$ cat config.mk
export PLATFORM = sky130hd
export DESIGN_NAME = klf_top
export DESIGN_NICKNAME = d
export VERILOG_FILES = /design/src/hw/klf_pkg.sv /design/src/hw/klf_top.sv
export SDC_FILE = /design/constraint.sdc
export NUM_CORES = 1
export LEC_CHECK = 0
export BUFFER_PORTS_ARGS = -buffer_cell sky130_fd_sc_hd__buf_2
export CAP_MARGIN = 20
export CORE_MARGIN = 1
export CORE_UTILIZATION = 43
export CTS_CLUSTER_DIAMETER = 60
export DETAILED_ROUTE_END_ITERATION = 6
export PLACE_DENSITY = 0.82
export SETUP_SLACK_MARGIN = 0.3
export SLEW_MARGIN = 20
export SYNTH_ARGS = -nofsm -noshare
export SYNTH_HDL_FRONTEND = slang
export SYNTH_SLANG_ARGS = --single-unit
$ cat constraint.sdc
create_clock -name hclk -period 1.95 [get_ports hclk]
set_input_delay 0.2925 -clock hclk [delete_from_list [all_inputs] [get_ports hclk]]
set_output_delay 0.2925 -clock hclk [all_outputs]
set_load 0.005 [all_outputs]
$ cat src/hw/klf_pkg.sv
package klf_pkg;
  localparam int KLF_LINES = 8;
  // register indices as printed; byte address is four times the index
  localparam logic [7:0] KLF_IDX_LEVEL_SEL = 8'h9c;
  localparam logic [7:0] KLF_IDX_ENABLE = 8'h9d;
  localparam logic [7:0] KLF_IDX_FLAGS = 8'h9e;
  localparam logic [7:0] KLF_IDX_GLOBAL = 8'ha0;
  localparam logic [7:0] KLF_IDX_IRQ_MASK = 8'ha1;
  localparam logic [9:0] KLF_ADDR_LEVEL_SEL = {KLF_IDX_LEVEL_SEL, 2'b00};
  localparam logic [9:0] KLF_ADDR_ENABLE = {KLF_IDX_ENABLE, 2'b00};
  localparam logic [9:0] KLF_ADDR_FLAGS = {KLF_IDX_FLAGS, 2'b00};
  localparam logic [9:0] KLF_ADDR_GLOBAL = {KLF_IDX_GLOBAL, 2'b00};
  localparam logic [9:0] KLF_ADDR_IRQ_MASK = {KLF_IDX_IRQ_MASK, 2'b00};
  localparam logic [7:0] KLF_RESET_BYTE = 8'h00;
  // pulled-up idle level of the key lines, loaded into the synchroniser at reset
  localparam logic [7:0] KLF_LINE_IDLE = 8'hff;
  localparam logic [1:0] KLF_HTRANS_NONSEQ = 2'b10;
  localparam logic [2:0] KLF_HSIZE_WORD = 3'b010;
  // latched address phase
  typedef struct packed {
    logic valid;
    logic write;
    logic [9:0] addr;
  } klf_aphase_t;
endpackage : klf_pkg

$ cat src/hw/klf_top.sv
// Chosen here: the AHB-Lite slave port.
`timescale 1ns/1ps
`default_nettype none
// Functional notes
// RULE_01: flag bit i set while line at level
// RULE_02: request needs flag and its enable bit
// RULE_03: flag register ignores software writes
// RULE_04: reading flags clears all eight flags; here the read reloads them from live hits, so lines still at level stay set
// RULE_05: enable zero leaves pin plain I/O
// RULE_06: reset clears flags and enables
// RULE_07: eight sources, one global enable gate
// RULE_08: level select zero low, one high
// RULE_09: enabled line event raises wake-up
// RULE_10: lines sampled synchronously, flags re-set
module klf_top import klf_pkg::*; #(
  parameter int LINES = KLF_LINES
) (
  input wire logic hclk,
  input wire logic hresetn,
  input wire logic hsel,
  input wire logic [31:0] haddr,
  input wire logic [1:0] htrans,
  input wire logic hwrite,
  input wire logic [2:0] hsize,
  input wire logic hready,
  input wire logic [31:0] hwdata,
  output logic [31:0] hrdata,
  output logic hreadyout,
  output logic hresp,
  input wire logic [LINES-1:0] keypad_port,
  output logic keypad_irq,
  output logic keypad_wakeup,
  output logic irq
);
  logic [LINES-1:0] sync1_r;
  logic [LINES-1:0] sync2_r;
  logic [LINES-1:0] line_flag_bits_r;
  logic [LINES-1:0] line_irq_enable_bits_r;
  logic [LINES-1:0] line_level_select_r;
  logic keypad_global_irq_enable_r;
  logic irq_mask_r;
  logic irq_sticky_r;
  klf_aphase_t ap_r;
  logic [LINES-1:0] hit;
  logic flag_rd;
  logic wr_en;
  logic [LINES-1:0] req_nxt;

  // two-stage synchroniser; only sync2 is looked at
  // reset to the idle level: zeros would look like every key pressed at low select
  always_ff @(posedge hclk or negedge hresetn) begin
    if (!hresetn) begin
      sync1_r <= KLF_LINE_IDLE[LINES-1:0];
      sync2_r <= KLF_LINE_IDLE[LINES-1:0];
    end else begin
      sync1_r <= keypad_port; // [RULE_10]
      sync2_r <= sync1_r;
    end
  end

  // a line hits when it equals its selected level
  assign hit = ~(sync2_r ^ line_level_select_r); // [RULE_08]

  // address phase capture; slave is always ready so no wait states
  always_ff @(posedge hclk or negedge hresetn) begin
    if (!hresetn) begin
      ap_r <= '0;
    end else if (hready) begin
      ap_r.valid <= hsel && htrans == KLF_HTRANS_NONSEQ;
      ap_r.write <= hwrite;
      ap_r.addr <= haddr[9:0];
    end
  end

  assign flag_rd = ap_r.valid && !ap_r.write && ap_r.addr == KLF_ADDR_FLAGS;
  assign wr_en = ap_r.valid && ap_r.write;

  // flags: a read clears, but a live hit in the same cycle wins
  always_ff @(posedge hclk or negedge hresetn) begin
    if (!hresetn) begin
      line_flag_bits_r <= KLF_RESET_BYTE; // [RULE_06]
    end else if (flag_rd) begin
      line_flag_bits_r <= hit; // [RULE_04] [RULE_10]
    end else begin
      line_flag_bits_r <= line_flag_bits_r | hit; // [RULE_01] [RULE_03]
    end
  end

  // writable control registers; writes to the flag offset fall through
  always_ff @(posedge hclk or negedge hresetn) begin
    if (!hresetn) begin
      line_irq_enable_bits_r <= KLF_RESET_BYTE; // [RULE_06]
      line_level_select_r <= KLF_RESET_BYTE;
      keypad_global_irq_enable_r <= 1'b0;
      irq_mask_r <= 1'b0;
    end else if (wr_en) begin
      case (ap_r.addr)
        KLF_ADDR_ENABLE: line_irq_enable_bits_r <= hwdata[LINES-1:0];
        KLF_ADDR_LEVEL_SEL: line_level_select_r <= hwdata[LINES-1:0];
        KLF_ADDR_GLOBAL: keypad_global_irq_enable_r <= hwdata[0];
        KLF_ADDR_IRQ_MASK: irq_mask_r <= hwdata[0];
        default: ;
      endcase
    end
  end

  // per-line gating: disabled lines never request
  assign req_nxt = line_flag_bits_r & line_irq_enable_bits_r; // [RULE_02] [RULE_05]

  // request outputs registered; wake-up ignores global enable so idle exit works
  always_ff @(posedge hclk or negedge hresetn) begin
    if (!hresetn) begin
      keypad_irq <= 1'b0;
      keypad_wakeup <= 1'b0;
    end else begin
      keypad_irq <= (|req_nxt) && keypad_global_irq_enable_r; // [RULE_07]
      keypad_wakeup <= |req_nxt; // [RULE_09]
    end
  end

  // sticky status of the shared request, cleared by reading its status word
  always_ff @(posedge hclk or negedge hresetn) begin
    if (!hresetn) begin
      irq_sticky_r <= 1'b0;
      irq <= 1'b0;
    end else begin
      if (|req_nxt && keypad_global_irq_enable_r) begin
        irq_sticky_r <= 1'b1;
      end else if (ap_r.valid && !ap_r.write && ap_r.addr == KLF_ADDR_GLOBAL) begin
        irq_sticky_r <= 1'b0;
      end
      irq <= irq_sticky_r && irq_mask_r;
    end
  end

  // read data for the data phase
  always_ff @(posedge hclk or negedge hresetn) begin
    if (!hresetn) begin
      hrdata <= '0;
    end else begin
      hrdata <= '0;
      if (hready && hsel && htrans == KLF_HTRANS_NONSEQ && !hwrite) begin
        case (haddr[9:0])
          KLF_ADDR_FLAGS: hrdata <= {24'h00_0000, line_flag_bits_r | hit};
          KLF_ADDR_ENABLE: hrdata <= {24'h00_0000, line_irq_enable_bits_r};
          KLF_ADDR_LEVEL_SEL: hrdata <= {24'h00_0000, line_level_select_r};
          KLF_ADDR_GLOBAL: hrdata <= {30'h0000_0000, irq_sticky_r, keypad_global_irq_enable_r};
          KLF_ADDR_IRQ_MASK: hrdata <= {31'h0000_0000, irq_mask_r};
          default: hrdata <= '0;
        endcase
      end
    end
  end

  // constant ready and OKAY
  always_ff @(posedge hclk or negedge hresetn) begin
    if (!hresetn) begin
      hreadyout <= 1'b1;
      hresp <= 1'b0;
    end else begin
      hreadyout <= 1'b1;
      hresp <= 1'b0;
    end
  end

  a_flag_clear_read: assert property (@(posedge hclk) disable iff (!hresetn)
    flag_rd |=> line_flag_bits_r == $past(hit)) // [RULE_04]
    else $error("flags not cleared by read");
  a_flag_sticky: assert property (@(posedge hclk) disable iff (!hresetn)
    !flag_rd |=> (line_flag_bits_r & $past(line_flag_bits_r)) == $past(line_flag_bits_r))
    else $error("flag lost without read"); // [RULE_03]
  a_flag_set_hit: assert property (@(posedge hclk) disable iff (!hresetn)
    |hit |=> (line_flag_bits_r & $past(hit)) == $past(hit)) // [RULE_01]
    else $error("hit did not set flag");
  a_req_gate: assert property (@(posedge hclk) disable iff (!hresetn)
    keypad_wakeup == $past(|(line_flag_bits_r & line_irq_enable_bits_r))) // [RULE_02]
    else $error("wake-up mismatch");
  a_global_gate: assert property (@(posedge hclk) disable iff (!hresetn)
    keypad_irq |-> $past(keypad_global_irq_enable_r)) // [RULE_07]
    else $error("irq without global enable");
  a_disabled_line: assert property (@(posedge hclk) disable iff (!hresetn)
    line_irq_enable_bits_r == '0 |=> !keypad_wakeup) // [RULE_05]
    else $error("disabled lines requested");
  a_level_sel: assert property (@(posedge hclk) disable iff (!hresetn)
    hit == ~(sync2_r ^ line_level_select_r)) // [RULE_08]
    else $error("level select wrong");
  a_sync_path: assert property (@(posedge hclk) disable iff (!hresetn)
    sync2_r == $past(keypad_port, 2)) // [RULE_10]
    else $error("sync depth wrong");
  a_wake_irq: assert property (@(posedge hclk) disable iff (!hresetn)
    keypad_irq |-> keypad_wakeup) // [RULE_09]
    else $error("irq without wake-up");
  c_flag_read: cover property (@(posedge hclk) flag_rd && |line_flag_bits_r);
  c_irq: cover property (@(posedge hclk) keypad_irq);
  c_sys_irq: cover property (@(posedge hclk) irq);

  // bus side: zero wait states and always OKAY
  a_hready_high: assert property (@(posedge hclk) disable iff (!hresetn)
    hreadyout == 1'b1)
    else $error("slave inserted a wait state");

  // error response never used
  a_resp_okay: assert property (@(posedge hclk) disable iff (!hresetn)
    hresp == 1'b0)
    else $error("slave answered with error");

  // unused read data bits stay zero
  a_rd_upper_zero: assert property (@(posedge hclk) disable iff (!hresetn)
    hrdata[31:LINES] == '0)
    else $error("upper read data not zero");

  // a write to the flag word leaves the flags to hardware
  a_flag_write_ign: assert property (@(posedge hclk) disable iff (!hresetn) // [RULE_03]
    wr_en && ap_r.addr == KLF_ADDR_FLAGS |=>
      line_flag_bits_r == ($past(line_flag_bits_r) | $past(hit)))
    else $error("software write changed flags");

  // enable register takes the written byte
  a_enable_write: assert property (@(posedge hclk) disable iff (!hresetn) // [RULE_05]
    wr_en && ap_r.addr == KLF_ADDR_ENABLE |=>
      line_irq_enable_bits_r == $past(hwdata[LINES-1:0]))
    else $error("enable write lost");

  // level select register takes the written byte
  a_level_write: assert property (@(posedge hclk) disable iff (!hresetn) // [RULE_08]
    wr_en && ap_r.addr == KLF_ADDR_LEVEL_SEL |=>
      line_level_select_r == $past(hwdata[LINES-1:0]))
    else $error("level select write lost");

  // global enable bit takes bit zero of the write
  a_global_write: assert property (@(posedge hclk) disable iff (!hresetn) // [RULE_07]
    wr_en && ap_r.addr == KLF_ADDR_GLOBAL |=>
      keypad_global_irq_enable_r == $past(hwdata[0]))
    else $error("global enable write lost");

  // a line still at its level survives the clearing read
  a_flag_reread: assert property (@(posedge hclk) disable iff (!hresetn) // [RULE_10]
    flag_rd && |hit |=> |line_flag_bits_r)
    else $error("live hit lost by read");

  // no flag rises without a hit behind it
  a_flag_only_hit: assert property (@(posedge hclk) disable iff (!hresetn) // [RULE_01]
    1'b1 |=> (line_flag_bits_r & ~$past(line_flag_bits_r) & ~$past(hit)) == '0)
    else $error("flag set without hit");

  // read data of the flag word holds flags and live hits of the address cycle
  a_rd_flag_data: assert property (@(posedge hclk) disable iff (!hresetn) // [RULE_04]
    flag_rd |-> hrdata[LINES-1:0] == ($past(line_flag_bits_r) | $past(hit)))
    else $error("flag read data wrong");

  // keypad request needs an enabled flag
  a_irq_need_flag: assert property (@(posedge hclk) disable iff (!hresetn) // [RULE_02]
    keypad_irq |-> $past(|(line_flag_bits_r & line_irq_enable_bits_r)))
    else $error("request without enabled flag");

  // keypad request is exactly enabled flags and global enable
  a_irq_exact: assert property (@(posedge hclk) disable iff (!hresetn) // [RULE_07]
    keypad_irq == $past(|(line_flag_bits_r & line_irq_enable_bits_r)
      && keypad_global_irq_enable_r))
    else $error("keypad request mismatch");

  // a line with no enable bit cannot wake the core
  a_wake_need_en: assert property (@(posedge hclk) disable iff (!hresetn) // [RULE_05]
    keypad_wakeup |-> $past(|line_irq_enable_bits_r))
    else $error("wake-up without enable");

  // wake-up needs a set flag
  a_wake_need_flag: assert property (@(posedge hclk) disable iff (!hresetn) // [RULE_09]
    keypad_wakeup |-> $past(|line_flag_bits_r))
    else $error("wake-up without flag");

  // system interrupt only while unmasked
  a_irq_mask_gate: assert property (@(posedge hclk) disable iff (!hresetn)
    irq |-> $past(irq_mask_r))
    else $error("masked interrupt raised");

  // system interrupt only while the status bit stands
  a_irq_sticky: assert property (@(posedge hclk) disable iff (!hresetn)
    irq |-> $past(irq_sticky_r))
    else $error("interrupt without status");

  // gated request sets the status bit
  a_sticky_set: assert property (@(posedge hclk) disable iff (!hresetn)
    |req_nxt && keypad_global_irq_enable_r |=> irq_sticky_r)
    else $error("status not set");

  // status bit holds until its word is read
  a_sticky_hold: assert property (@(posedge hclk) disable iff (!hresetn)
    irq_sticky_r && !(ap_r.valid && !ap_r.write && ap_r.addr == KLF_ADDR_GLOBAL)
      |=> irq_sticky_r)
    else $error("status lost without read");

  // first synchroniser stage follows the pin
  a_sync_first: assert property (@(posedge hclk) disable iff (!hresetn) // [RULE_10]
    sync1_r == $past(keypad_port))
    else $error("first sync stage wrong");

  // wake-up while the global enable is off
  c_wake_only: cover property (@(posedge hclk) keypad_wakeup && !keypad_irq);
  // software write aimed at the flag word
  c_flag_write: cover property (@(posedge hclk) wr_en && ap_r.addr == KLF_ADDR_FLAGS);
endmodule : klf_top
`default_nettype wire

### Yosys cells after proc, flatten, opt, wreduce, memory -nomap -nowiden

Cells that the tools add are included.

| cells by class | value |
|---|---|
| $lt $le $gt $ge | 0 |
| eq/ne operators | 11 |
| add/sub/neg operators | 0 |
| muxes and demuxes | 5 |
| bitwise operators | 4 |
| divide/modulo/power cells | 0 |
| shifts and indexed selects | 0 |
| reduce and logical (&&, ||, !) cells | 18 |
| multiply operators | 0 |

Operators with widths:

| cell | number |
|---|---|
| equality test 10 bit, second input constant | 10 |
| case mux 8 bit (5 select lines) | 1 |
| two-way mux 8 bit | 2 |
| logical AND 1 bit | 10 |
| AND 8 bit | 1 |
| NOT 8 bit | 1 |
| OR 8 bit | 1 |
| AND reduction 2 bit | 4 |
| OR reduction 8 bit | 1 |
| XOR 8 bit | 1 |
| equality test 2 bit, second input constant | 1 |
| logical NOT 1 bit | 2 |
| two-way mux 1 bit | 2 |
| nonzero test 2 bit | 1 |

| storage, ports and cells | value |
|---|---|
| input port bits | 82 |
| register bits | 90 |
| memory bits (writable) | 0 |
| ROM bits | 0 |
| memories kept | 0 |
| latch bits | 0 |
| word-level logic and storage cells | 53 |
| output and inout port bits | 37 |

### Longest topological paths before layout

Gate-level depths: netlist of the first run.

| logic depth | value |
|---|---|
| depth in word-level cells | 5 |
| gate-level depth with buffers | 5 |
| depth with buffers taken out | 4 |

### Worst setup path before layout of the first run

No wires, ideal clock.

| path | value |
|---|---|
| path kind | reg2reg |
| start point | reg ap_r[1] (netlist name) |
| end point | reg line_irq_enable_bits_r[0] |
| data arrival time | 1.831 ns |
| buffers on the path | 0 |
| setup slack | -0.006 ns |
| clock period less this slack | 1.956 ns |
| cell stages (with the launch flop) | 5 |
| data required time | 1.825 ns |
| library setup time | 0.125 ns |
| cell sequence | dfrtp_1 -> or4b_4 -> nor3_2 -> nor3b_4 -> mux2_2 |

| on the way | value |
|---|---|
| cells in the longest elaborated chain, start to end | 2 |

RTL lines:

| item | RTL line | text |
|---|---|---|
| start, declared | klf_top.sv:43 | `klf_aphase_t ap_r;` |
| equality test 10 bit | klf_top.sv:97 | `case (ap_r.addr)` |
| AND reduction 2 bit (no line) | -- |  |
| end signal, assigned | klf_top.sv:98 | `KLF_ADDR_ENABLE: line_irq_enable_bits_r <= hwdata[LINES-1:0];` |
| end, declared | klf_top.sv:38 | `logic [LINES-1:0] line_irq_enable_bits_r;` |

No other way between the ends.
A chain may end at the register's enable or synchronous reset.

### Worst setup path after layout of the first run

| path | value |
|---|---|
| start point | reg ap_r[8] (netlist name) |
| end point | reg line_irq_enable_bits_r[4] |

Same word-level chain as after synthesis.

==> flow_metrics.tcl, run 1 <==
set metrics [dict create \
    synth_cells 224 \
    cp.arrival_ns 2.20 \
    powerDensity_nw_per_um2 772 \
    dr.pass1.iters 7 \
    ys_types 40 \
    final.setup_skew_ns 0.00701 \
    finalCritPeriodShare_pct 101 \
    maxSlewViolCount 0 \
    io_buffers 43 \
    critical_path.endpoint_type "flop" \
    area_growth_pct 22.0 \
    ys_ff_latch 66 \
    finalSetupViolations 16 \
    worstSetupPathType "flop to flop" \
    synth_area_um2 2880 \
    insertion_delay_ns 0.34 \
    reg2reg_slack_ns -0.03 \
    tightest_slew_ns 0.684 \
    hold_viol_final 0 \
    ys_seq_area_share_pct 58.0 \
    grt_pass1_wl_um 9250 \
    nNetsFinal 370 \
    yosys.area.top_type "dfrtp_1" \
    r2r_cells 5 \
    antenna_found_initial 0 \
    cts_sinks 66 \
    die_h_um 83.9 \
    drv_cap 0 \
    pre_cts_ws_ns -0.0764 \
    grt_max_degree 67 \
    synth_top_area_share_pct 43.4 \
    min_to "sync1_r[6]" \
    clkTransAtPathRegs_ns 0.07 \
    dp_hpwl_um 3680 \
    h-tree-depth 3 \
    min_path_cells 1 \
    min_path_type "primary input to flop" \
    antennaDiodeCount 0 \
    ant_nets 0 \
    numCtsBuffers 9 \
    initial_core_util_pct 44.9 \
    relSlewSlack_pct 54.3 \
    wl_per_cell_um 14.8 \
    min_from "keypad_port[6]" \
    period_needed_ns 1.98 \
    overflow 0 \
    crit_path_start_kind "flop" \
    yosys_warnings 0 \
    grt_usage_pct 17.4 \
    violations "DRC, setup timing" \
    via_count 1860 \
    root_buffer "clkbuf_8" \
    core.rowCount 29 \
    r2r_end "line_irq_enable_bits_r[4]" \
    setup_ws_ns -0.0257 \
    reg2reg_from "ap_r[8]" \
    cts_buffer_depth 2 \
    rsz0062_at_grt "true" \
    cp_data_required_time_ns 2.17 \
    final_util_pct 54.8 \
    place_congestion 0.798 \
    vias_per_cell 5.03 \
    die_area_um2 7040 \
    setup_tns_ns -0.262 \
    core-area_um2 6420 \
    ir_drop_mv 0.545 \
    grt_pass1_vias 1934 \
    postSynthAreaPerCell_um2 12.9 \
    p_leak_nw 1.62 \
    path_max_fanout 8 \
    drt_iter0_drc 129 \
    cts_tree "done" \
    drc_errors 10 \
    status "complete, but fails checks" \
    drive_gt1_share_pct 45.7 \
    routed_wl_um 5480 \
    yosys-top-cells-area "dfrtp_1 43%, dfstp_2 15%, mux2_2 14%" \
    ioPinCount 119 \
    die_w_um 83.9 \
    fmax_mhz 506 \
]
[kinds of logic (layout without fill, tap and decap cells)]
family,Yosys count,in the layout,share of synthesized area (%)
AO/OA/AOI/OAI,34,34,7.47
XOR/XNOR,8,8,2.43
AND/OR/NAND/NOR,44,44,9.81
flip-flops,66,66,58.0
other,2,26,0.261
multiplexers,37,37,14.4
buffers and inverters,33,78,7.68
[where the power goes]
| group | internal, W | total [W] | switching, W |
|---|---|---|---|
| Clock | 0.000525 | 0.00100 | 0.000477 |
| Combinational | 0.000113 | 0.000228 | 0.000116 |
| Sequential | 0.00144 | 0.00149 | 0.0000418 |
| Total | 0.00208 | 0.00272 | 0.000634 |
[repair_timing]
item,4_1_cts,5_1_grt
endpoints found under the hold margin,50,0
pin swaps,3,3
setup buffers,2,1
hold buffers,1,0
endpoints found under the setup margin,28,27
gates resized for setup,27,1
[synthesized netlist by cell type (all sizes together)]
| cell type | number |
|---|---|
| conb | 2 |
| a21oi | 10 |
| nand4 | 1 |
| nor4b | 1 |
| nor3b | 1 |
| nor4 | 2 |
| mux2 | 35 |
| nand4b | 2 |
| nor2b | 1 |
| dfstp | 16 |
| and3b | 2 |
| a21o | 8 |
| nand2b | 1 |
| nand2 | 13 |
| a22oi | 4 |
| or4 | 1 |
| o21ai | 8 |
| or2 | 1 |
| nor3 | 7 |
| inv | 3 |
| clkbuf | 3 |
| o311ai | 1 |
| o21bai | 1 |
| nand3 | 1 |
| o221ai | 1 |
| mux2i | 2 |
| o32a | 1 |
| xnor2 | 8 |
| or3b | 1 |
| buf | 27 |
| or3 | 2 |
| dfrtp | 50 |
| and2 | 2 |
| nor2 | 2 |
| or4b | 3 |
[state kept, by name, indices dropped and copies added (netlist names)]
signal                      flops
hrdata                          8
sync1_r                         8
keypad_global_irq_enable_r      1
irq_sticky_r                    1
ap_r                           12
irq_mask_r                      1
line_level_select_r             8
keypad_irq                      1
keypad_wakeup                   1
line_irq_enable_bits_r          8
irq                             1
sync2_r                         8
line_flag_bits_r                8
[critical path, stage by stage (launching register included)]
cell and delay (ns):
dfrtp_1 0.37, or4b_4 0.57, nor3_4 0.17, nor3b_4 0.27
buf_12 0.18, mux2_4 0.30
[worst max-delay path by stage]
stage	from	to	slack [ns]	cells after the start
global route	ap_r[8]	line_irq_enable_bits_r[4]	-0.08	5
global placement	ap_r[1]	line_irq_enable_bits_r[3]	-0.04	5
floorplan	ap_r[1]	line_irq_enable_bits_r[0]	0.002	4
CTS	ap_r[8]	line_irq_enable_bits_r[4]	-0.03	5
detailed placement	haddr[7]	hrdata[4]	-0.08	5
finish	ap_r[8]	line_irq_enable_bits_r[4]	-0.03	5
[metrics by stage]
step	hold slack [ns]	power [W]	cell area (um^2)	std cells
final	0.0422	0.00272	3520	370
after global routing	0.0292	0.00284	3520	370
after CTS	0.0292	0.00275	3510	369
after detailed placement	0.333	0.00172	3200	350
after global placement	0.330	0.00171	3200	350
after floorplan	-0.00309	0.00165	2990	248
[placed cells by master (no fill, tap or decap), drive strengths merged, types with 2 or more instances in the layout]
master,instances
clkinv,3
or3,2
and3b,2
or4b,3
nor2,2
a21oi,10
nor3,7
dfrtp,50
xnor2,8
dfstp,16
conb,26
a21o,8
clkbuf,13
inv,3
o21ai,8
mux2,35
nor4,2
mux2i,2
nand2,13
and2,2
nand4b,2
a22oi,4
buf,58
[layer usage]
| layer | wire [um] | global-route usage [%] | vias up |
|---|---|---|---|
| li1 | - | - | 865 |
| met1 | 2370 | 21.3 | 920 |
| met2 | 2700 | 27.4 | 64 |
| met3 | 288 | 5.04 | 11 |
| met4 | 120 | 9.87 | 0 |
| met5 | 0 | 0 | - |
[layout make-up]
type                            instances  area (um^2)
Tap cell                               77         96.3
Sequential cell                        66         1670
Inverter                                3         11.3
Clock inverter                          3         15.0
Fill cell                             530         2910
Timing Repair Buffer                   59          378
Multi-Input combinational cell        149         1190
Clock buffer                           13          159
Power figures use the tool's default switching activity.
==> inputs of run 2 (changes only) <==
Settings changed: SKIP_CTS_REPAIR_TIMING from default to 1.
==> run 2 against run 1 <==
The run still ends with DRC, setup timing left. Largest power group unchanged. Design area down 2.3%. Setup slack improved by 0.025 ns. Clock skew is essentially flat. Worst hold slack better by 0.0084 ns. Clock power about the same. Count of clock-buffer cells in the layout did not move. Critical path depth stayed put. First-iteration DRC count down 13%. Global-route usage down 0.73 points. Routed wire length down 4.0%. Register-to-register slack improved by 0.02 ns.
==> flow_metrics.tcl, run 2 (synthesized netlist as in run 1, its figures left out) <==
set metrics [dict create \
    dp_hpwl_um 3680 \
    worstSetupPathType "flop to flop" \
    cp_data_required_time_ns 2.18 \
    via_count 1823 \
    min_from "keypad_port[6]" \
    maxSlewViolCount 0 \
    largest_reg_flops 12 \
    root_buffer "clkbuf_8" \
    period_needed_ns 1.95 \
    pre_cts_ws_ns -0.0764 \
    cp_slowest_stage_delay_ns 0.57 \
    drt_iter0_drc 112 \
    critical_path.slowest_cell "or4b_4" \
    numCtsBuffers 9 \
    final.setup_skew_ns 0.00724 \
    min_path_type "primary input to flop" \
    vias_per_cell 4.95 \
    fmax_mhz 513 \
    routed_wl_um 5260 \
    clkTransAtPathRegs_ns 0.07 \
    grt_pass1_vias 1882 \
    wl_per_cell_um 14.3 \
    hold_viol_final 0 \
    finalSetupViolations 1 \
    setup_ws_ns -0.00112 \
    p_leak_nw 1.55 \
    status "complete, but fails checks" \
    ioPinCount 119 \
    overflow 0 \
    violations "DRC, setup timing" \
    h-tree-depth 3 \
    final_cell_mix "50 x dfrtp_1, 43 x buf_2, 27 x mux2_2, 26 x conb_1, 16 x dfstp_2" \
    drv_cap 0 \
    rsz0062_at_grt "true" \
    die_area_um2 7040 \
    antennaDiodeCount 0 \
    powerDensity_nw_per_um2 785 \
    finalCritPeriodShare_pct 100 \
    worstPathCellList "or4b_4 > buf_4 > or4_1 > buf_6 > a21o_1" \
    cts_sinks 66 \
    grt_usage_pct 16.6 \
    ant_nets 0 \
    die_w_um 83.9 \
    grt_max_degree 67 \
    insertion_delay_ns 0.34 \
    antenna_found_initial 0 \
    drc_errors 10 \
    cp-startpoint "ap_r[8]" \
    die_h_um 83.9 \
    critical_path.endpoint_type "flop" \
    area_growth_pct 19.2 \
    drive_gt1_share_pct 44.7 \
    relSlewSlack_pct 27.2 \
    io_buffers 43 \
    ir_drop_mv 0.534 \
    core.rowCount 29 \
    cts_tree "done" \
    dr.pass1.iters 7 \
    largest_register "ap_r" \
    initial_core_util_pct 44.9 \
    reg2reg_from "ap_r[8]" \
    hold_slack_ns 0.0505 \
    cp.arrival_ns 2.18 \
    nNetsFinal 368 \
    p_total_w 0.00270 \
    path_max_fanout 8 \
    cts_buffer_depth 2 \
    grt_pass1_wl_um 8850 \
    tightest_slew_ns 1.07 \
    core-area_um2 6420 \
    layout_commonest_cell "dfrtp_1" \
    place_congestion 0.798 \
    crit_path_start_kind "flop" \
]
## run 2: changes by cell type in the layout (fill, tap and decap cells not counted), sizes merged
cell	previous run	this run
buf	58	56
## run 2: worst max-delay path: cells and delay by family, from the launching register on
family | cells | cell delay, ns
flops | 1 | 0.37
simple gates | 2 | 0.99
buf+inv | 2 | 0.32
compound gates | 1 | 0.15
## run 2: metal layers
layer,wire length (um),track usage (%),vias to the layer above
li1,-,-,867
met1,2220,20.7,876
met2,2610,25.9,68
met3,306,4.65,12
met4,116,9.72,0
met5,0,0,-
## run 2: path summary, 6_finish.rpt
kind	end	slack (ns)	cells past startpoint
min in group asynchronous	line_irq_enable_bits_r[0]	0.49	3
min	sync1_r[6]	0.05	1
max	line_flag_bits_r[1]	-0.001	5
max in group asynchronous	sync2_r[2]	1.12	3
max reg2reg	line_flag_bits_r[1]	-0.001	5
min reg2reg	sync2_r[0]	0.35	0
## run 2: where the power goes
part	internal (W)	leakage [nW]	switching (W)
Clock	0.000525	0.0932	0.000471
Combinational	0.000105	0.679	0.000112
Sequential	0.00144	0.776	0.0000394
Total	0.00207	1.55	0.000623
## run 2: metrics by stage
| step | setup TNS, ns | std cells | utilization [%] | cell area, um^2 |
|---|---|---|---|---|
| 2_1_floorplan | 0 | 248 | - | 2990 |
| 3_3_place_gp | -0.308 | 350 | 49.8 | 3200 |
| 3_5_place_dp | -0.695 | 350 | 49.8 | 3200 |
| 4_1_cts | -0.747 | 366 | 52.5 | 3370 |
| 5_1_grt | -0.728 | 368 | 53.5 | 3440 |
| 6_report | -0.00112 | 368 | 53.5 | 3440 |
## run 2: final cells by class
cell class	count	area (um^2)
Fill cell	543	2990
Timing Repair Buffer	57	355
Multi-Input combinational cell	149	1130
Sequential cell	66	1670
Inverter	3	11.3
Clock inverter	3	15.0
Tap cell	77	96.3
Clock buffer	13	159
